==> src/rtl/cursor_key_pkg.sv <==
// Constants of the cursor and color-key control register bank.
// Assumes an 8-bit host register port with a 4-bit direct address.
// Behaviour
// - A read/write direct cursor control register sits at direct address 1001 and resets to 0x00.
// - Its two low bits turn the cursor off at 00, pick three-color at 01 and two other formats.
// - A select bit in the indirect cursor control register picks direct (1) or indirect (0).
// - Four byte registers at direct addresses 1100 to 1111 hold X low, X high, Y low and Y high.
// - Each coordinate is 12 bits and the upper nibble of each high byte reads as zero.
// - The coordinates mark the cursor's lower-right corner and may be accessed at any time.
// - A zero X or Y coordinate puts the cursor off screen so no cursor pixel shows.
// - A read/write color-key control register sits at index 0x38 and resets to 0x00.
// - Bits 7 to 5 pick zoom 1x to 32x and the pixel multiplier loads at the reduced rate.
// - Zoom applies only to wide pixel port data and never to the legacy VGA path.
// - Bit 4 selects the true (0) or complemented (1) color-key result.
// - Bits 3 to 0 enable the blue, green, red and overlay comparisons, all off at reset.
// - Each compared field has a low and a high range register at indexes 0x30 to 0x37.
package cursor_key_pkg;
  // ----------------------------------------
  // Direct register map
  // ----------------------------------------
  localparam logic [3:0] ADDR_INDEX = 4'h0;
  localparam logic [3:0] ADDR_CURSOR_MODE_DIRECT = 4'h9;
  localparam logic [3:0] ADDR_INDEXED_DATA = 4'hA;
  localparam logic [3:0] ADDR_CURSOR_X_LOW = 4'hC;
  localparam logic [3:0] ADDR_CURSOR_X_HIGH = 4'hD;
  localparam logic [3:0] ADDR_CURSOR_Y_LOW = 4'hE;
  localparam logic [3:0] ADDR_CURSOR_Y_HIGH = 4'hF;
  // ----------------------------------------
  // Indirect register map
  // ----------------------------------------
  localparam logic [7:0] IDX_CURSOR_CTRL = 8'h06;
  localparam logic [7:0] IDX_KEY_RANGE_BASE = 8'h30;
  localparam logic [7:0] IDX_KEY_RANGE_LAST = 8'h37;
  localparam logic [7:0] IDX_KEY_ZOOM_CONTROL = 8'h38;
  // ----------------------------------------
  // Field positions
  // ----------------------------------------
  localparam int CURSOR_SRC_SEL_BIT = 7;
  localparam int ZOOM_MSB = 7;
  localparam int ZOOM_LSB = 5;
  localparam int KEY_POLARITY_BIT = 4;
  localparam int BLUE_EN_BIT = 3;
  localparam int GREEN_EN_BIT = 2;
  localparam int RED_EN_BIT = 1;
  localparam int OVERLAY_EN_BIT = 0;
  localparam logic [2:0] ZOOM_CODE_MAX = 3'h5;
  // ----------------------------------------
  // Reset values
  // ----------------------------------------
  localparam logic [7:0] RST_CURSOR_MODE_DIRECT = 8'h00;
  localparam logic [7:0] RST_CURSOR_CTRL = 8'h00;
  localparam logic [7:0] RST_KEY_ZOOM_CONTROL = 8'h00;
  localparam logic [7:0] RST_INDEX = 8'h00;
  localparam logic [7:0] RST_KEY_RANGE = 8'h00;
  localparam logic [11:0] RST_COORD = 12'h000;
  localparam logic [7:0] READ_NONE = 8'h00;

  typedef enum logic [1:0]
  {
    CURSOR_OFF = 2'b00,
    CURSOR_THREE_COLOR = 2'b01,
    CURSOR_FORMAT_A = 2'b10,
    CURSOR_FORMAT_B = 2'b11
  } cursor_mode_t;
endpackage

==> src/rtl/coord_if.sv <==
// Write strobes and stored value of one cursor coordinate.
// Assumes the register bank drives strobes for one clock cycle.
`timescale 1ns/100ps
interface coord_if;
  logic wr_low;
  logic wr_high;
  logic [7:0] wdata;
  logic [11:0] coord;

  modport bank(output wr_low, output wr_high, output wdata, input coord);
  modport store(input wr_low, input wr_high, input wdata, output coord);
endinterface

==> src/rtl/cursor_coord_reg.sv <==
// One 12-bit cursor coordinate written as a low and a high byte.
// Assumes strobes arrive from the register bank on clk_sys.
`timescale 1ns/100ps
module cursor_coord_reg
(
  // Clock and reset
  input wire logic clk_sys,
  input wire logic reset,
  // Bank side
  coord_if.store bus
);
  logic [11:0] coord_q;
  logic [11:0] coord_d;

  assign coord_d = bus.wr_low ? {coord_q[11:8], bus.wdata} :
                   bus.wr_high ? {bus.wdata[3:0], coord_q[7:0]} : coord_q;

  always_ff @(posedge clk_sys or posedge reset)
  begin
    if (reset)
      coord_q <= cursor_key_pkg::RST_COORD;
    else
      coord_q <= coord_d;
  end

  assign bus.coord = coord_q;

  a_low_byte_store: assert property (@(posedge clk_sys) disable iff (reset)
    bus.wr_low |=> coord_q[7:0] == $past(bus.wdata))
    else $error("coordinate low byte not stored");
  a_high_nibble_store: assert property (@(posedge clk_sys) disable iff (reset)
    bus.wr_high && !bus.wr_low |=> coord_q[11:8] == $past(bus.wdata[3:0]))
    else $error("coordinate high nibble not stored");
endmodule

==> src/rtl/cursor_colorkey_control_regs.sv <==
// Cursor mode, cursor position and color-key control register bank.
// Assumes a host port whose read and write strobes last one clk_sys cycle.
`timescale 1ns/100ps
module cursor_colorkey_control_regs
(
  // Clock and reset
  input wire logic clk_sys,
  input wire logic reset,
  // Host register port
  input wire logic [3:0] cpu_addr,
  input wire logic cpu_wr,
  input wire logic cpu_rd,
  input wire logic [7:0] cpu_wdata,
  output logic [7:0] cpu_rdata,
  output logic cpu_rvalid,
  // Pixel path select
  input wire logic vga_path_sel,
  // Cursor controls
  output logic [1:0] cursor_mode,
  output logic cursor_visible,
  output logic [11:0] cursor_x_coord,
  output logic [11:0] cursor_y_coord,
  // Color-key and zoom controls
  output logic [2:0] pixel_load_shift,
  output logic key_polarity_bit,
  output logic blue_compare_enable,
  output logic green_compare_enable,
  output logic red_compare_enable,
  output logic overlay_compare_enable,
  output logic [63:0] key_ranges
);
  // ----------------------------------------
  // Storage
  // ----------------------------------------
  logic [7:0] index_q;
  logic [1:0] cursor_mode_field_q;
  logic [7:0] cursor_ctrl_q;
  logic [7:0] key_zoom_control_q;
  logic [7:0] key_range_q [0:7];
  logic [1:0] cursor_mode_q;
  logic cursor_visible_q;
  logic [2:0] pixel_load_shift_q;
  logic [7:0] cpu_rdata_q;
  logic cpu_rvalid_q;

  coord_if x_bus ();
  coord_if y_bus ();

  // ----------------------------------------
  // Address decode
  // ----------------------------------------
  wire wr_index = cpu_wr && (cpu_addr == cursor_key_pkg::ADDR_INDEX);
  wire wr_mode_direct = cpu_wr && (cpu_addr == cursor_key_pkg::ADDR_CURSOR_MODE_DIRECT);
  wire wr_indexed = cpu_wr && (cpu_addr == cursor_key_pkg::ADDR_INDEXED_DATA);
  wire wr_cursor_ctrl = wr_indexed && (index_q == cursor_key_pkg::IDX_CURSOR_CTRL);
  wire wr_key_zoom = wr_indexed && (index_q == cursor_key_pkg::IDX_KEY_ZOOM_CONTROL);
  wire idx_in_range = (index_q >= cursor_key_pkg::IDX_KEY_RANGE_BASE) &&
                      (index_q <= cursor_key_pkg::IDX_KEY_RANGE_LAST);
  wire [2:0] range_sel = index_q[2:0];
  wire wr_key_range = wr_indexed && idx_in_range;

  assign x_bus.wr_low = cpu_wr && (cpu_addr == cursor_key_pkg::ADDR_CURSOR_X_LOW);
  assign x_bus.wr_high = cpu_wr && (cpu_addr == cursor_key_pkg::ADDR_CURSOR_X_HIGH);
  assign x_bus.wdata = cpu_wdata;
  assign y_bus.wr_low = cpu_wr && (cpu_addr == cursor_key_pkg::ADDR_CURSOR_Y_LOW);
  assign y_bus.wr_high = cpu_wr && (cpu_addr == cursor_key_pkg::ADDR_CURSOR_Y_HIGH);
  assign y_bus.wdata = cpu_wdata;

  cursor_coord_reg u_coord_x
  (
    .clk_sys(clk_sys),
    .reset(reset),
    .bus(x_bus)
  );

  cursor_coord_reg u_coord_y
  (
    .clk_sys(clk_sys),
    .reset(reset),
    .bus(y_bus)
  );

  // ----------------------------------------
  // Control registers
  // ----------------------------------------
  always_ff @(posedge clk_sys or posedge reset)
  begin
    if (reset)
      index_q <= cursor_key_pkg::RST_INDEX;
    else if (wr_index)
      index_q <= cpu_wdata;
  end

  always_ff @(posedge clk_sys or posedge reset)
  begin
    if (reset)
      cursor_mode_field_q <= cursor_key_pkg::RST_CURSOR_MODE_DIRECT[1:0];
    else if (wr_mode_direct)
      cursor_mode_field_q <= cpu_wdata[1:0];
  end

  always_ff @(posedge clk_sys or posedge reset)
  begin
    if (reset)
      cursor_ctrl_q <= cursor_key_pkg::RST_CURSOR_CTRL;
    else if (wr_cursor_ctrl)
      cursor_ctrl_q <= cpu_wdata;
  end

  always_ff @(posedge clk_sys or posedge reset)
  begin
    if (reset)
      key_zoom_control_q <= cursor_key_pkg::RST_KEY_ZOOM_CONTROL;
    else if (wr_key_zoom)
      key_zoom_control_q <= cpu_wdata;
  end

  genvar g;
  generate
    for (g = 0; g < 8; g++)
    begin : g_range
      always_ff @(posedge clk_sys or posedge reset)
      begin
        if (reset)
          key_range_q[g] <= cursor_key_pkg::RST_KEY_RANGE;
        else if (wr_key_range && (range_sel == 3'(g)))
          key_range_q[g] <= cpu_wdata;
      end
      assign key_ranges[g*8 +: 8] = key_range_q[g];
    end
  endgenerate

  // ----------------------------------------
  // Derived cursor and zoom state
  // ----------------------------------------
  // Mode source select
  wire use_direct = cursor_ctrl_q[cursor_key_pkg::CURSOR_SRC_SEL_BIT];
  wire [1:0] mode_d = use_direct ? cursor_mode_field_q : cursor_ctrl_q[1:0];
  wire coord_zero = (x_bus.coord == 12'h000) || (y_bus.coord == 12'h000);
  wire visible_d = (mode_d != cursor_key_pkg::CURSOR_OFF) && !coord_zero;
  wire [2:0] zoom_factor_field = key_zoom_control_q[cursor_key_pkg::ZOOM_MSB:
                                                    cursor_key_pkg::ZOOM_LSB];
  wire [2:0] zoom_shift = (zoom_factor_field > cursor_key_pkg::ZOOM_CODE_MAX) ?
                          3'h0 : zoom_factor_field;
  wire [2:0] shift_d = vga_path_sel ? 3'h0 : zoom_shift;

  always_ff @(posedge clk_sys or posedge reset)
  begin
    if (reset)
    begin
      cursor_mode_q <= cursor_key_pkg::CURSOR_OFF;
      cursor_visible_q <= 1'b0;
      pixel_load_shift_q <= 3'h0;
    end
    else
    begin
      cursor_mode_q <= mode_d;
      cursor_visible_q <= visible_d;
      pixel_load_shift_q <= shift_d;
    end
  end

  // ----------------------------------------
  // Read path
  // ----------------------------------------
  // Reserved bits read as zero
  wire [7:0] rd_mode_direct = {6'h00, cursor_mode_field_q};
  wire [7:0] rd_x_high = {4'h0, x_bus.coord[11:8]};
  wire [7:0] rd_y_high = {4'h0, y_bus.coord[11:8]};
  wire [7:0] rd_indexed = (index_q == cursor_key_pkg::IDX_CURSOR_CTRL) ? cursor_ctrl_q :
                          (index_q == cursor_key_pkg::IDX_KEY_ZOOM_CONTROL) ?
                          key_zoom_control_q :
                          idx_in_range ? key_range_q[range_sel] : cursor_key_pkg::READ_NONE;
  wire [7:0] rd_mux = (cpu_addr == cursor_key_pkg::ADDR_INDEX) ? index_q :
                      (cpu_addr == cursor_key_pkg::ADDR_CURSOR_MODE_DIRECT) ? rd_mode_direct :
                      (cpu_addr == cursor_key_pkg::ADDR_INDEXED_DATA) ? rd_indexed :
                      (cpu_addr == cursor_key_pkg::ADDR_CURSOR_X_LOW) ? x_bus.coord[7:0] :
                      (cpu_addr == cursor_key_pkg::ADDR_CURSOR_X_HIGH) ? rd_x_high :
                      (cpu_addr == cursor_key_pkg::ADDR_CURSOR_Y_LOW) ? y_bus.coord[7:0] :
                      (cpu_addr == cursor_key_pkg::ADDR_CURSOR_Y_HIGH) ? rd_y_high :
                      cursor_key_pkg::READ_NONE;

  always_ff @(posedge clk_sys or posedge reset)
  begin
    if (reset)
    begin
      cpu_rdata_q <= cursor_key_pkg::READ_NONE;
      cpu_rvalid_q <= 1'b0;
    end
    else
    begin
      cpu_rvalid_q <= cpu_rd;
      if (cpu_rd)
        cpu_rdata_q <= rd_mux;
    end
  end

  // ----------------------------------------
  // Outputs
  // ----------------------------------------
  assign cpu_rdata = cpu_rdata_q;
  assign cpu_rvalid = cpu_rvalid_q;
  assign cursor_mode = cursor_mode_q;
  assign cursor_visible = cursor_visible_q;
  assign cursor_x_coord = x_bus.coord;
  assign cursor_y_coord = y_bus.coord;
  assign pixel_load_shift = pixel_load_shift_q;
  assign key_polarity_bit = key_zoom_control_q[cursor_key_pkg::KEY_POLARITY_BIT];
  assign blue_compare_enable = key_zoom_control_q[cursor_key_pkg::BLUE_EN_BIT];
  assign green_compare_enable = key_zoom_control_q[cursor_key_pkg::GREEN_EN_BIT];
  assign red_compare_enable = key_zoom_control_q[cursor_key_pkg::RED_EN_BIT];
  assign overlay_compare_enable = key_zoom_control_q[cursor_key_pkg::OVERLAY_EN_BIT];

  // ----------------------------------------
  // Checks
  // ----------------------------------------
  a_direct_mode_write: assert property (@(posedge clk_sys) disable iff (reset)
    wr_mode_direct && use_direct && !wr_cursor_ctrl |=> ##1
    cursor_mode_q == $past(cpu_wdata[1:0], 2))
    else $error("direct cursor mode not applied");
  a_direct_read: assert property (@(posedge clk_sys) disable iff (reset)
    cpu_rd && cpu_addr == cursor_key_pkg::ADDR_CURSOR_MODE_DIRECT |=> cpu_rdata_q[1:0] == $past(cursor_mode_field_q))
    else $error("direct cursor mode readback wrong");
  a_cursor_ctrl_store: assert property (@(posedge clk_sys) disable iff (reset)
    wr_cursor_ctrl |=> cursor_ctrl_q == $past(cpu_wdata))
    else $error("indirect cursor control not stored");
  a_mode_source: assert property (@(posedge clk_sys) disable iff (reset)
    !use_direct |=> cursor_mode_q == $past(cursor_ctrl_q[1:0]))
    else $error("indirect cursor mode not applied");
  a_mode_off_hidden: assert property (@(posedge clk_sys) disable iff (reset)
    (mode_d == cursor_key_pkg::CURSOR_OFF) |=> !cursor_visible_q)
    else $error("cursor visible while mode is off");
  a_zero_coord_hidden: assert property (@(posedge clk_sys) disable iff (reset)
    (x_bus.coord == 12'h000 || y_bus.coord == 12'h000) |=> !cursor_visible_q)
    else $error("cursor visible with zero coordinate");
  a_visible_when_on: assert property (@(posedge clk_sys) disable iff (reset)
    (mode_d != cursor_key_pkg::CURSOR_OFF) && !coord_zero |=> cursor_visible_q)
    else $error("cursor hidden while on with nonzero position");
  a_x_low_read: assert property (@(posedge clk_sys) disable iff (reset)
    cpu_rd && cpu_addr == cursor_key_pkg::ADDR_CURSOR_X_LOW |=> cpu_rdata_q == $past(x_bus.coord[7:0]))
    else $error("coordinate low byte readback wrong");
  a_rvalid_pulse: assert property (@(posedge clk_sys) disable iff (reset)
    1'b1 |=> cpu_rvalid_q == $past(cpu_rd))
    else $error("read answer not one cycle after strobe");
  a_rdata_hold: assert property (@(posedge clk_sys) disable iff (reset)
    !cpu_rd |=> $stable(cpu_rdata_q))
    else $error("read data changed without a read");
  a_reserved_read_zero: assert property (@(posedge clk_sys) disable iff (reset)
    cpu_rd && cpu_addr == cursor_key_pkg::ADDR_CURSOR_MODE_DIRECT |=>
    cpu_rvalid_q && cpu_rdata_q[7:2] == 6'h00)
    else $error("reserved cursor control bits read nonzero");
  a_high_nibble_read: assert property (@(posedge clk_sys) disable iff (reset)
    cpu_rd && (cpu_addr == cursor_key_pkg::ADDR_CURSOR_X_HIGH ||
    cpu_addr == cursor_key_pkg::ADDR_CURSOR_Y_HIGH) |=> cpu_rdata_q[7:4] == 4'h0)
    else $error("coordinate high nibble nonzero");
  a_zoom_wide_rate: assert property (@(posedge clk_sys) disable iff (reset)
    !vga_path_sel && zoom_factor_field <= 3'h5 |=> pixel_load_shift_q == $past(zoom_factor_field))
    else $error("zoom load rate wrong");
  a_zoom_vga_none: assert property (@(posedge clk_sys) disable iff (reset)
    vga_path_sel |=> pixel_load_shift_q == 3'h0)
    else $error("legacy path zoomed");
  a_zoom_illegal_one: assert property (@(posedge clk_sys) disable iff (reset)
    zoom_factor_field > 3'h5 |=> pixel_load_shift_q == 3'h0)
    else $error("unlisted zoom code not 1x");
  a_key_write_read: assert property (@(posedge clk_sys) disable iff (reset)
    wr_key_zoom ##1 !cpu_wr ##1 (cpu_rd && !cpu_wr &&
    cpu_addr == cursor_key_pkg::ADDR_INDEXED_DATA &&
    index_q == cursor_key_pkg::IDX_KEY_ZOOM_CONTROL) |=> cpu_rdata_q == $past(cpu_wdata, 3))
    else $error("color-key control readback wrong");
  a_index_store: assert property (@(posedge clk_sys) disable iff (reset)
    wr_index |=> index_q == $past(cpu_wdata))
    else $error("index register not stored");
  a_key_zoom_store: assert property (@(posedge clk_sys) disable iff (reset)
    wr_key_zoom |=> key_zoom_control_q == $past(cpu_wdata))
    else $error("color-key control not stored");
  a_polarity_follow: assert property (@(posedge clk_sys) disable iff (reset)
    wr_key_zoom |=> key_polarity_bit == $past(cpu_wdata[cursor_key_pkg::KEY_POLARITY_BIT]))
    else $error("key polarity does not follow write");
  a_enables_follow: assert property (@(posedge clk_sys) disable iff (reset)
    wr_key_zoom |=> {blue_compare_enable, green_compare_enable, red_compare_enable,
    overlay_compare_enable} == $past(cpu_wdata[3:0]))
    else $error("compare enables do not follow write");
  a_range_store: assert property (@(posedge clk_sys) disable iff (reset)
    wr_key_range |=> key_range_q[$past(range_sel)] == $past(cpu_wdata))
    else $error("range register not stored");
  a_enables_reset_off: assert property (@(posedge clk_sys)
    $fell(reset) |-> !blue_compare_enable && !green_compare_enable &&
    !red_compare_enable && !overlay_compare_enable && !key_polarity_bit)
    else $error("compare enables not off after reset");
endmodule

==> config.mk <==
export PLATFORM = sky130hd
export DESIGN_NAME = cursor_colorkey_control_regs
export DESIGN_NICKNAME = d
export VERILOG_FILES = /design/src/rtl/cursor_key_pkg.sv /design/src/rtl/coord_if.sv /design/src/rtl/cursor_coord_reg.sv /design/src/rtl/cursor_colorkey_control_regs.sv
export SDC_FILE = /design/constraint.sdc
export NUM_CORES = 1
export LEC_CHECK = 0
export ABC_AREA = 0
export BUFFER_PORTS_ARGS = -buffer_cell sky130_fd_sc_hd__clkbuf_2
export CAP_MARGIN = 30
export CORE_MARGIN = 4
export CORE_UTILIZATION = 50
export CTS_CLUSTER_DIAMETER = 200
export DETAILED_ROUTE_END_ITERATION = 7
export GPL_ROUTABILITY_DRIVEN = 0
export PLACE_DENSITY_LB_ADDON = 0.25
export SETUP_SLACK_MARGIN = 0.5
export SLEW_MARGIN = 20
export SYNTH_ARGS = -nofsm -noshare
export SYNTH_HDL_FRONTEND = slang
export SYNTH_SLANG_ARGS = --single-unit
==> constraint.sdc <==
create_clock -name clk_sys -period 3.6 [get_ports clk_sys]
set_input_delay 0.18 -clock clk_sys [delete_from_list [all_inputs] [get_ports clk_sys]]
set_output_delay 0.18 -clock clk_sys [all_outputs]
set_load 0.1 [all_outputs]
==> results of run 1 <==
==> registers in the layout, summed over array words and instances (netlist names) <==
signal and cells:
key_ranges 64, cursor_mode 2, cpu_rdata 8, pixel_load_shift 3
index_q 8, u_coord_y.bus.coord 12, cursor_mode_field_q 2, key_zoom_control_q 8
cursor_ctrl_q 8, u_coord_x.bus.coord 12, cursor_visible 1, cpu_rvalid 1
==> through the flow <==
step           utilization (%)  cell area, um^2  worst slack, ns
2_1_floorplan                -             6060             1.52
3_3_place_gp              58.1             6780            0.999
3_5_place_dp              58.1             6780            0.897
4_1_cts                   63.5             7410            0.914
5_1_grt                   63.8             7440            0.813
6_report                  63.8             7440            0.968
==> cell type report <==
class | instances | area (um^2)
clock inverters | 11 | 135
multi-input cells | 266 | 2670
clock buffers | 21 | 470
repair buffers | 133 | 726
fillers | 919 | 4220
flip-flops and latches | 129 | 3230
well taps | 143 | 179
inverters | 9 | 37.5
==> critical path, delay by kind of cell (launching register included) <==
kind | cells | cell delay [ns]
and+or+nand+nor | 3 | 1.08
DFF | 1 | 0.69
muxes | 1 | 0.37
buffers and inverters | 1 | 0.36
==> cell usage in the layout (no fill, tap or decap), types with 2 or more instances in the layout <==
master and count:
dfrtp_1 129, clkbuf_2 124, mux2_2 109, mux4_2 17, clkbuf_16 17, nand2_1 15
o21ai_0 13, nand3_1 9, inv_1 8, nor2_1 8, nor4_1 8, a21oi_1 8
mux2i_1 8, mux2_4 8, a221oi_1 7, clkinv_2 6, a22oi_1 5, buf_4 4
nand3b_1 3, a221o_1 3, a21o_1 3, o22a_1 3, clkinvlp_4 3, bufinv_16 3
clkbuf_8 3, nor2_2 2, and3_1 2, nor4_2 2, o22ai_1 2, nor2b_1 2
nor3b_1 2, nand3b_2 2, dlygate4sd3_1 2, buf_12 2
==> power groups by stage <==
stage | clock network, W | logic (W) | registers (W)
after detailed placement | 0 | 0.00106 | 0.00177
final | 0.00175 | 0.00109 | 0.00173
after global placement | 0 | 0.00105 | 0.00176
after CTS | 0.00178 | 0.00107 | 0.00174
after global routing | 0.00186 | 0.00113 | 0.00175
after floorplan | 0 | 0.000348 | 0.00226
==> worst paths after layout <==
path                       cells after the start  slack, ns             endpoint             start
setup / recovery                               5       0.97     cursor_ctrl_q[7]        index_q[0]
hold / removal                                 1       0.04           cpu_rvalid            cpu_rd
setup reg to reg                               5       0.97     cursor_ctrl_q[7]        index_q[0]
hold reg to reg                                1       0.51     cursor_ctrl_q[0]  cursor_ctrl_q[0]
max in group asynchronous                      4       2.63  pixel_load_shift[0]             reset
min in group asynchronous                      3       0.26       key_ranges[33]             reset
==> what timing repair did <==
item                                   CTS  global route
hold buffers                             2             0
endpoints found under the hold margin   47             0
setup endpoints to repair                0             0
==> layer usage <==
metal  routed length, um  vias to the layer above
met5                   0                        -
met4                 248                        0
met3                1090                       20
met2                7710                      181
met1                6800                     2225
li1                    -                     1878
==> cell families after synthesis <==
group | share of synthesized area, %
flops | 53.3
compound gates | 5.97
buf+inv | 2.75
mux | 29.9
simple gates | 8.15
==> reports/metrics.yaml, run 1 <==
status:
  status: "completed"
clock_tree:
  post_cts_buffers: 0
  cts_resized: 0
  clkLatencyLatePin_ns: 0.41
  cts_root_buf: "clkbuf_16"
  cts.clk_slew.worst_paths_ns: 0.05
  cts_buffers: 17
  cts_tree: "built"
  htree_levels: 4
  cts_max_path_buffers: 2
  clkSinkCount: 129
floorplanning:
  num_io_pins: 125
  dieArea_um2: 13900
  coreArea_um2: 11700
  initial_core_util_pct: 52.0
  die_y_um: 118
  chipWidth_um: 118
  row_count: 39
global_route:
  grt_max_degree: 86
  grt_pass1_vias: 4438
  use_met2_pct: 36.5
  grt_busiest_layer: "met2"
  met1_usage_pct: 32.3
  grt-ovfl-total: 0
  antenna_found_initial: 0
  grt_usage_pct: 23.5
  grt_first_pass_wirelength_mm: 25.3
  grtUsageMet3_pct: 5.57
timing:
  hold_viol_final: 0
  clock_skew_ns: 0.00655
  min_period_ns: 2.63
  setup_tns_ns: 0
  rsz0062_at_grt: "no"
  fin_crit_sh_pct: 73.1
  slew_headroom_pct: 42.4
  hold_ws_ns: 0.0424
  setup-violations-final: 0
  tightest_slew_ns: 0.863
  slew_violations: 0
  fmax_mhz: 380
synthesis:
  ys_ff_latch: 129
  yosysTopAreaCell: "dfrtp_1"
  synth_area_leaders: "dfrtp_1 53%, mux2_2 20%, mux4_2 6.3%"
  synth_edf_count: 0
  async_flop_share_pct: 100
  synthesis.nets: 451
  synth_top_flop_cell: "dfrtp_1"
  yosysUniqueCellTypes: 55
  ys_warn_count: 0
  synth_area_um2: 6060
  syn_avg_cell_area_um2: 14.0
  ys_seq_area_share_pct: 53.3
  synthTopCellsByCount: "129 x dfrtp_1, 109 x mux2_2, 17 x mux4_2, 16 x clkbuf_1, 15 x nand2_1"
  synth_top_area_share_pct: 53.3
  postSynthCellCount: 434
  yosysMostFrequentCell: "dfrtp_1"
worst_setup_path:
  max_stage_delay_ns: 0.69
  crit_chain: "buf_4, nand3b_1, nor4_2, nand2_1, mux2_2"
  critPathSlowestCell: "dfrtp_1"
  start_kind: "flip-flop"
  critical_path.endpoint_type: "flip-flop"
  cp_max_fo: 17
  worstPathArrival_ns: 2.92
  cp.required_ns: 3.89
  worstSetupPathType: "flip-flop to flip-flop"
placed_design:
  hpwlAfterDp_mm: 10.8
  dp.cells: 676
  io_buffer_count: 124
power_and_ir_drop:
  switchingPower_w: 0.00161
  p_seq_share_pct: 37.9
  p_leak_nw: 3.74
  power.total_w: 0.00456
  clockPowerShare_pct: 38.3
  internal-power_w: 0.00295
  pwr-share-comb_pct: 23.8
  p_per_area_nw_per_um2: 613
  switching_share_pct: 35.3
  max-vdd-ir-drop_mv: 0.342
worst_hold_path:
  min_path_type: "input port to flip-flop"
routing:
  ant_nets: 0
  vias: 4304
  routedWlPerCell_um: 22.3
  drtIter0Drc: 336
  drt-vias-per-instance: 6.04
  routed_wl_mm: 15.9
  route.detailed.drc: 0
  dr.pass1.iters: 5
cells_and_area:
  area_delta_synth_final_pct: 22.8
  fin_nets: 573
  final_layout_size_suffix_gt1_share_pct: 54.3
  finalNonFillerCells: 712
  num_antenna_cells: 0
job:
  drv_cap: 0
(Power assumes the default switching activity.)
==> inputs of run 2 (changes only) <==
--- a/config.mk
+++ b/config.mk
@@ -5,7 +5,7 @@
 export SDC_FILE = /design/constraint.sdc
 export NUM_CORES = 1
 export LEC_CHECK = 0
-export ABC_AREA = 0
+export ABC_AREA = 1
 export BUFFER_PORTS_ARGS = -buffer_cell sky130_fd_sc_hd__clkbuf_2
 export CAP_MARGIN = 30
 export CORE_MARGIN = 4
==> constraint.sdc (replaced) <==
create_clock -name clk_sys -period 2.69 [get_ports clk_sys]
set_input_delay 0.1345 -clock clk_sys [delete_from_list [all_inputs] [get_ports clk_sys]]
set_output_delay 0.1345 -clock clk_sys [all_outputs]
set_load 0.1 [all_outputs]
==> run 2 against run 1 <==
Hold slack gained 0.0024 ns. Wire length increased by 14%. Register-to-register slack worse by 0.26 ns. Count of clock-buffer cells in the layout increased by 3. Combinational power grew 40%. Non-clock buffer count decreased by 4. Global-route usage rose by 2.7 points. Critical path depth is 6 higher. Utilization shrank 2.0 points. Cell area up 0.67%.
==> reports/metrics.yaml, run 2 <==
worst_setup_path:
  r2r_end: "cpu_rdata[1]"
  start_kind: "flip-flop"
  cp_max_fo: 22  # +5
  worstSetupPathType: "flip-flop to flip-flop"
  r2r_slack_ns: 0.71  # -0.26 ns
  critical_path.endpoint_type: "flip-flop"
  worstPathArrival_ns: 2.29  # -0.63 ns
  cp.required_ns: 3.00  # -0.89 ns
  r2r_cells: 11  # +6
  r2r-start: "index_q[0]"
floorplanning:
  coreArea_um2: 12100  # +3.9%
  num_io_pins: 125  # unchanged
  die_y_um: 120  # +1.4%
  chipWidth_um: 120  # +1.4%
  row_count: 40  # +2.6%
  initial_core_util_pct: 51.6  # -0.37 points
  dieArea_um2: 14400  # +2.9%
job:
  drv_cap: 0  # unchanged
routing:
  routed_wl_mm: 18.1  # +14%
  vias: 5645  # +31%
  drtIter0Drc: 566  # +68%
  ant_nets: 0  # unchanged
  routedWlPerCell_um: 17.3  # -22%
  dr.pass1.iters: 5  # unchanged
  route.detailed.drc: 0  # unchanged
  drt-vias-per-instance: 5.38  # -11%
cells_and_area:
  fin_nets: 887  # +55%
  final_cell_mix: "247 x nand2_1, 128 x dfrtp_1, 124 x clkbuf_2"
  multiInputGateArea_um2: 2540  # -4.8%
  finalNonFillerCells: 1049  # +47%
  stdcell_area_um2: 7490  # +0.67%
  area_delta_synth_final_pct: 19.9
  final-seq-area_um2: 3230  # about the same
  mostFrequentLayoutCell: "nand2_1"
  num_antenna_cells: 0  # unchanged
  largest_reg_flops: 64  # unchanged
  fillerInstances: 1129  # +23%
  final_layout_size_suffix_gt1_share_pct: 23.6  # -31 points
synthesis:
  yosysMostFrequentCell: "nand2_1"
  synth_area_leaders: "dfrtp_1 52%, nand2_1 15%, o21ai_0 6.3%"
  postSynthCellCount: 752  # +73%
  synth_top_flop_cell: "dfrtp_1"
  synth_top_area_share_pct: 51.7  # -1.6 points
  synthesis.nets: 769  # +71%
  async_flop_share_pct: 100  # unchanged
  yosysUniqueCellTypes: 31  # -44%
  ys_warn_count: 0  # unchanged
  yosysTopAreaCell: "dfrtp_1"
  synth_edf_count: 0  # unchanged
  synth_area_um2: 6250  # +3.1%
  ys_ff_latch: 129  # unchanged
  syn_avg_cell_area_um2: 8.31  # -40%
  ys_seq_area_share_pct: 51.7  # -1.6 points
  synthTopCellsByCount: "247 x nand2_1, 129 x dfrtp_1, 79 x o21ai_0, 66 x inv_1, 46 x nor2_1"
timing:
  hold_ws_ns: 0.0447  # +0.00239 ns
  slew_violations: 0  # unchanged
  min_period_ns: 1.98  # -0.651 ns
  setup-violations-final: 0  # unchanged
  setup_tns_ns: 0  # unchanged
  slew_headroom_pct: 42.3  # -0.15 points
  tightest_slew_ns: 0.865  # +0.00131 ns
  rsz0062_at_grt: "no"
  clock_skew_ns: 0.0101  # +0.00351 ns
  fmax_mhz: 505  # +33%
  hold_viol_final: 0  # unchanged
  fin_crit_sh_pct: 73.7  # +0.53 points
clock_tree:
  cts_tree: "built"
  cts_buffers: 17  # unchanged
  clkLatencyLatePin_ns: 0.42  # about the same
  clkSinkCount: 129  # unchanged
  cts_max_path_buffers: 2  # unchanged
  cts.clk_slew.worst_paths_ns: 0.05  # about the same
  cts_root_buf: "clkbuf_16"
  htree_levels: 4  # unchanged
placed_design:
  dp.cells: 1017  # +50%
  io_buffer_count: 124  # unchanged
  hpwlAfterDp_mm: 12.7  # +17%
  place_area_um2: 6920  # +2.1%
worst_hold_path:
  min_path_type: "input port to flip-flop"
  hold_end: "cpu_rvalid"
  hold_depth: 1  # unchanged
  hp-start: "cpu_rd"
power_and_ir_drop:
  switching_share_pct: 37.8  # +2.5 points
  pwr-share-comb_pct: 25.9  # +2.1 points
  p_per_area_nw_per_um2: 788  # +28%
  switchingPower_w: 0.00223  # +38%
  p_seq_share_pct: 37.8  # about the same
  clockPowerShare_pct: 36.3  # -2.0 points
  max-vdd-ir-drop_mv: 0.571  # +67%
  internal-power_w: 0.00367  # +24%
  power.total_w: 0.00590  # +29%
  p_leak_nw: 3.89  # +4.1%
global_route:
  grt_usage_pct: 26.2  # +2.7 points
  grt-ovfl-total: 0  # unchanged
  grt_pass1_vias: 5493  # +24%
  grt_max_degree: 130  # +51%
  antenna_found_initial: 0  # unchanged
  grt_first_pass_wirelength_mm: 29.3  # +16%
status:
  status: "completed"
==> run 2: cells by family (layout without fill, tap and decap cells) <==
group	after synthesis	count (layout)	synth area share (%)
simple gates	364	364	26.5
compound gates	155	155	14.1
flops	129	129	51.7
buf+inv	104	233	7.73
==> run 2: worst max-delay path by stage <==
stage / from / end / slack [ns] / cells after the start
2_1_floorplan: reset / cpu_rdata[0] / 0.96 / 1
3_3_place_gp: index_q[2] / cpu_rdata[1] / 0.79 / 9
3_5_place_dp: index_q[0] / cpu_rdata[3] / 0.72 / 9
4_1_cts: index_q[0] / cpu_rdata[3] / 0.69 / 9
5_1_grt: index_q[0] / cpu_rdata[6] / 0.50 / 13
6_report: index_q[0] / cpu_rdata[1] / 0.71 / 11
==> run 2: power by group through the flow <==
stage / sequential [W] / combinational [W] / clock (W)
4_1_cts: 0.00222 / 0.00152 / 0.00216
3_3_place_gp: 0.00225 / 0.00150 / 0
6_report: 0.00223 / 0.00153 / 0.00214
2_1_floorplan: 0.00290 / 0.000550 / 0
3_5_place_dp: 0.00225 / 0.00152 / 0
5_1_grt: 0.00225 / 0.00163 / 0.00225
==> run 2: layout make-up <==
class                      count  area share (%)
multi-input combinational    519            33.9
tap                          168            2.81
timing repair buffer         129            9.02
sequential                   129            43.1
clock inverter                 6           0.768
inverter                      74            3.99
clock buffer                  24            6.43
==> run 2: repair_timing <==
item | in CTS | in global routing
hold buffers | 2 | 0
setup buffers | 0 | 0
endpoints found under the hold margin | 132 | 0
endpoints found under the setup margin | 0 | 6
gates resized for setup | 0 | 3
==> run 2: worst max-delay path: stages (launching register included) <==
cell	delay, ns
dfrtp_1	0.40
buf_4	0.25
nor2_8	0.25
nand3_1	0.16
nor2_4	0.23
inv_2	0.07
o21ai_0	0.15
inv_1	0.05
nand2_1	0.08
nand4_1	0.08
nand2_1	0.08
nand2_1	0.05
==> run 2: stage by stage <==
stage                     setup WS (ns)  utilization [%]
final                             0.709             61.9
after global routing              0.504             61.9
after CTS                         0.691             61.8
after detailed placement          0.723             57.2
after global placement            0.790             57.2
after floorplan                   0.960                -
==> run 2: metal layers <==
metal / track usage [%] / share of wire (%)
met5: 0 / 0
met4: 9.31 / 2.1
met3: 4.43 / 6.2
met2: 41.3 / 48
met1: 36.7 / 44
==> inputs of run 3 (changes only) <==
==> constraint.sdc (replaced) <==
create_clock -name clk_sys -period 1.81 [get_ports clk_sys]
set_input_delay 0.0905 -clock clk_sys [delete_from_list [all_inputs] [get_ports clk_sys]]
set_output_delay 0.0905 -clock clk_sys [all_outputs]
set_load 0.1 [all_outputs]
==> run 3 against run 2 <==
The run now ends with DRC left. Fmax up 16%. Largest power group is now the clock network. Hold slack better by 0.061 ns. Sequential share of layout area down 7.2 points. Cell area up 20%. Clock skew about the same. Sequential cell count unchanged. Non-clock buffer count up 52. Register-to-register slack worse by 0.60 ns. Clock power up 59%. Utilization up 12 points.
==> reports/metrics.yaml, run 3 (same netlist as run 2, synthesis figures left out) <==
status:
  status: "finished with violations"
  violations: "DRC"
power_and_ir_drop:
  p_leak_nw: 4.33  # +11%
  power.total_w: 0.00979  # +66%
  max-vdd-ir-drop_mv: 0.993  # +74%
  p_per_area_nw_per_um2: 1090  # +38%
timing:
  slew_violations: 0  # unchanged
  tightest_slew_ns: 0.751  # -0.113 ns
  slew_headroom_pct: 49.9  # +7.6 points
  clock_skew_ns: 0.0104  # +0.000294 ns
  fmax_mhz: 587  # +16%
  setup-violations-final: 0  # unchanged
  hold_viol_final: 0  # unchanged
  worst_slack_ns: 0.107  # -0.602 ns
  rsz0062_at_grt: "yes"
  setup_tns_ns: 0  # unchanged
  fin_crit_sh_pct: 94.1  # +20 points
  min_period_ns: 1.70  # -0.278 ns
global_route:
  grt_first_pass_wirelength_mm: 33.6  # +15%
  grt_usage_pct: 30.3  # +4.1 points
  antenna_found_initial: 0  # unchanged
  grt_max_degree: 37  # -72%
  grt_pass1_vias: 6237  # +14%
  grt-ovfl-total: 0  # unchanged
worst_setup_path:
  max_stage_delay_ns: 0.45  # +0.05 ns
  critical_path.endpoint_type: "flip-flop"
  worstSetupPathType: "flip-flop to flip-flop"
  critPathTopFamily: "simple AND/OR/NAND/NOR gates"
  cp.required_ns: 2.18  # -0.82 ns
  path_buf_inv: 2  # -1
  crit_chain: "buf_6, nor2_4, nand2_1, nand4_1, nand3_2, nand2_1, nand2_1, nand3_1, nand2_1, inv_1"
  r2r-start: "index_q[1]"
  worstPathArrival_ns: 2.07  # -0.22 ns
  start_kind: "flip-flop"
  critPathLaunch: "index_q[1]"
  cp_max_fo: 6  # -73%
  critPathSlowestCell: "dfrtp_2"
  crit_top_cell: "nand2_1"
placed_design:
  dp.cells: 1040  # +2.3%
  dp_worst_setup_slack_ns: 0.0371  # -0.686 ns
  io_buffer_count: 124  # unchanged
  hpwlAfterDp_mm: 13.5  # +6.8%
routing:
  met1_length_mm: 8.54  # +6.7%
  drt-vias-per-instance: 5.88  # +9.3%
  routed_wl_mm: 22.9  # +26%
  route.detailed.drc: 2  # +2
  drtIter0Drc: 769  # +36%
  dr.pass1.iters: 8  # +3
  ant_nets: 0  # unchanged
  vias: 6549  # +16%
  wl_met2_mm: 10.3  # +20%
  dr_wl_met3_mm: 2.65  # +140%
  routedWlPerCell_um: 20.5  # +19%
  routed.top_layer: "met4"
clock_tree:
  clkSinkCount: 129  # unchanged
  cts_root_buf: "clkbuf_16"
  cts_tree: "built"
  htree_levels: 4  # unchanged
  cts_max_path_buffers: 2  # unchanged
  cts.clk_slew.worst_paths_ns: 0.06  # about the same
  cts_buffers: 17  # unchanged
  clkLatencyLatePin_ns: 0.43  # about the same
worst_hold_path:
  hp-start: "cpu_addr[2]"
  min_path_type: "input port to flip-flop"
job:
  drv_cap: 0  # unchanged
cells_and_area:
  final_layout_size_suffix_gt1_share_pct: 38.7  # +15 points
  fin_nets: 949  # +7.0%
  final_cell_mix: "186 x nand2_1, 126 x dfrtp_1, 63 x buf_4"
  largest_reg_flops: 64  # unchanged
  num_antenna_cells: 0  # unchanged
  mostFrequentLayoutCell: "nand2_1"
  fin_util_pct: 74.3  # +12 points
  fillerInstances: 811  # -28%
  area_delta_synth_final_pct: 44.0
  finalNonFillerCells: 1113  # +6.1%
floorplanning:
  coreArea_um2: 12100  # unchanged
  chipWidth_um: 120  # unchanged
  num_io_pins: 125  # unchanged
  die_y_um: 120  # unchanged
  dieArea_um2: 14400  # unchanged
  initial_core_util_pct: 51.6  # unchanged
  row_count: 40  # unchanged
-- run 3: worst paths after layout --
check | to | cells past startpoint | slack [ns]
min in group asynchronous | key_zoom_control_q[1] | 3 | 0.32
worst max register to register | cpu_rdata[6] | 10 | 0.11
worst min register to register | cpu_rdata[1] | 2 | 0.49
worst max-delay path | cpu_rdata[6] | 10 | 0.11
max in group asynchronous | key_ranges[3] | 4 | 0.88
worst min-delay path | cpu_rdata[7] | 6 | 0.11
-- run 3: area by class of cell --
| type | instances | area, um^2 | area share, % |
|---|---|---|---|
| well taps | 168 | 210 | 2.33 |
| repair buffers | 181 | 1530 | 16.9 |
| clock inverters | 10 | 109 | 1.21 |
| inverters | 74 | 309 | 3.43 |
| multi-input cells | 529 | 3140 | 34.9 |
| clock buffers | 22 | 474 | 5.27 |
| flip-flops and latches | 129 | 3230 | 35.9 |
-- run 3: metrics by stage --
step                      area, um^2  hold WS [ns]
final                           9000         0.106
after CTS                       8690        0.0997
after global placement          7190         0.218
after floorplan                 6330         0.122
after detailed placement        7190         0.225
after global routing            9000         0.141
-- run 3: report_power, final --
group          internal, W  switching, W
sequential         0.00308      0.000243
clock              0.00212       0.00129
combinational     0.000826       0.00223
total              0.00603       0.00377
-- run 3: tightest hold or removal path, stage by stage --
cell and delay, ns:
clkbuf_2 0.10, nor2_1 0.07, nand3_1 0.08, nand2_1 0.05
inv_1 0.04, a21oi_1 0.06
-- run 3: routing by layer --
layer | track usage [%] | up-vias
li1 | - | 2817
met1 | 40.5 | 3047
met2 | 45.4 | 543
met3 | 8.58 | 142
met4 | 15.3 | 0
met5 | 0 | -
-- run 3: timing repair --
action	CTS	global route
buffers inserted	19	8
resized for setup	201	96
endpoints found under the hold margin	29	0
setup endpoints to repair	190	128
pin swaps	20	22
hold buffers	3	0
cloned	9	2
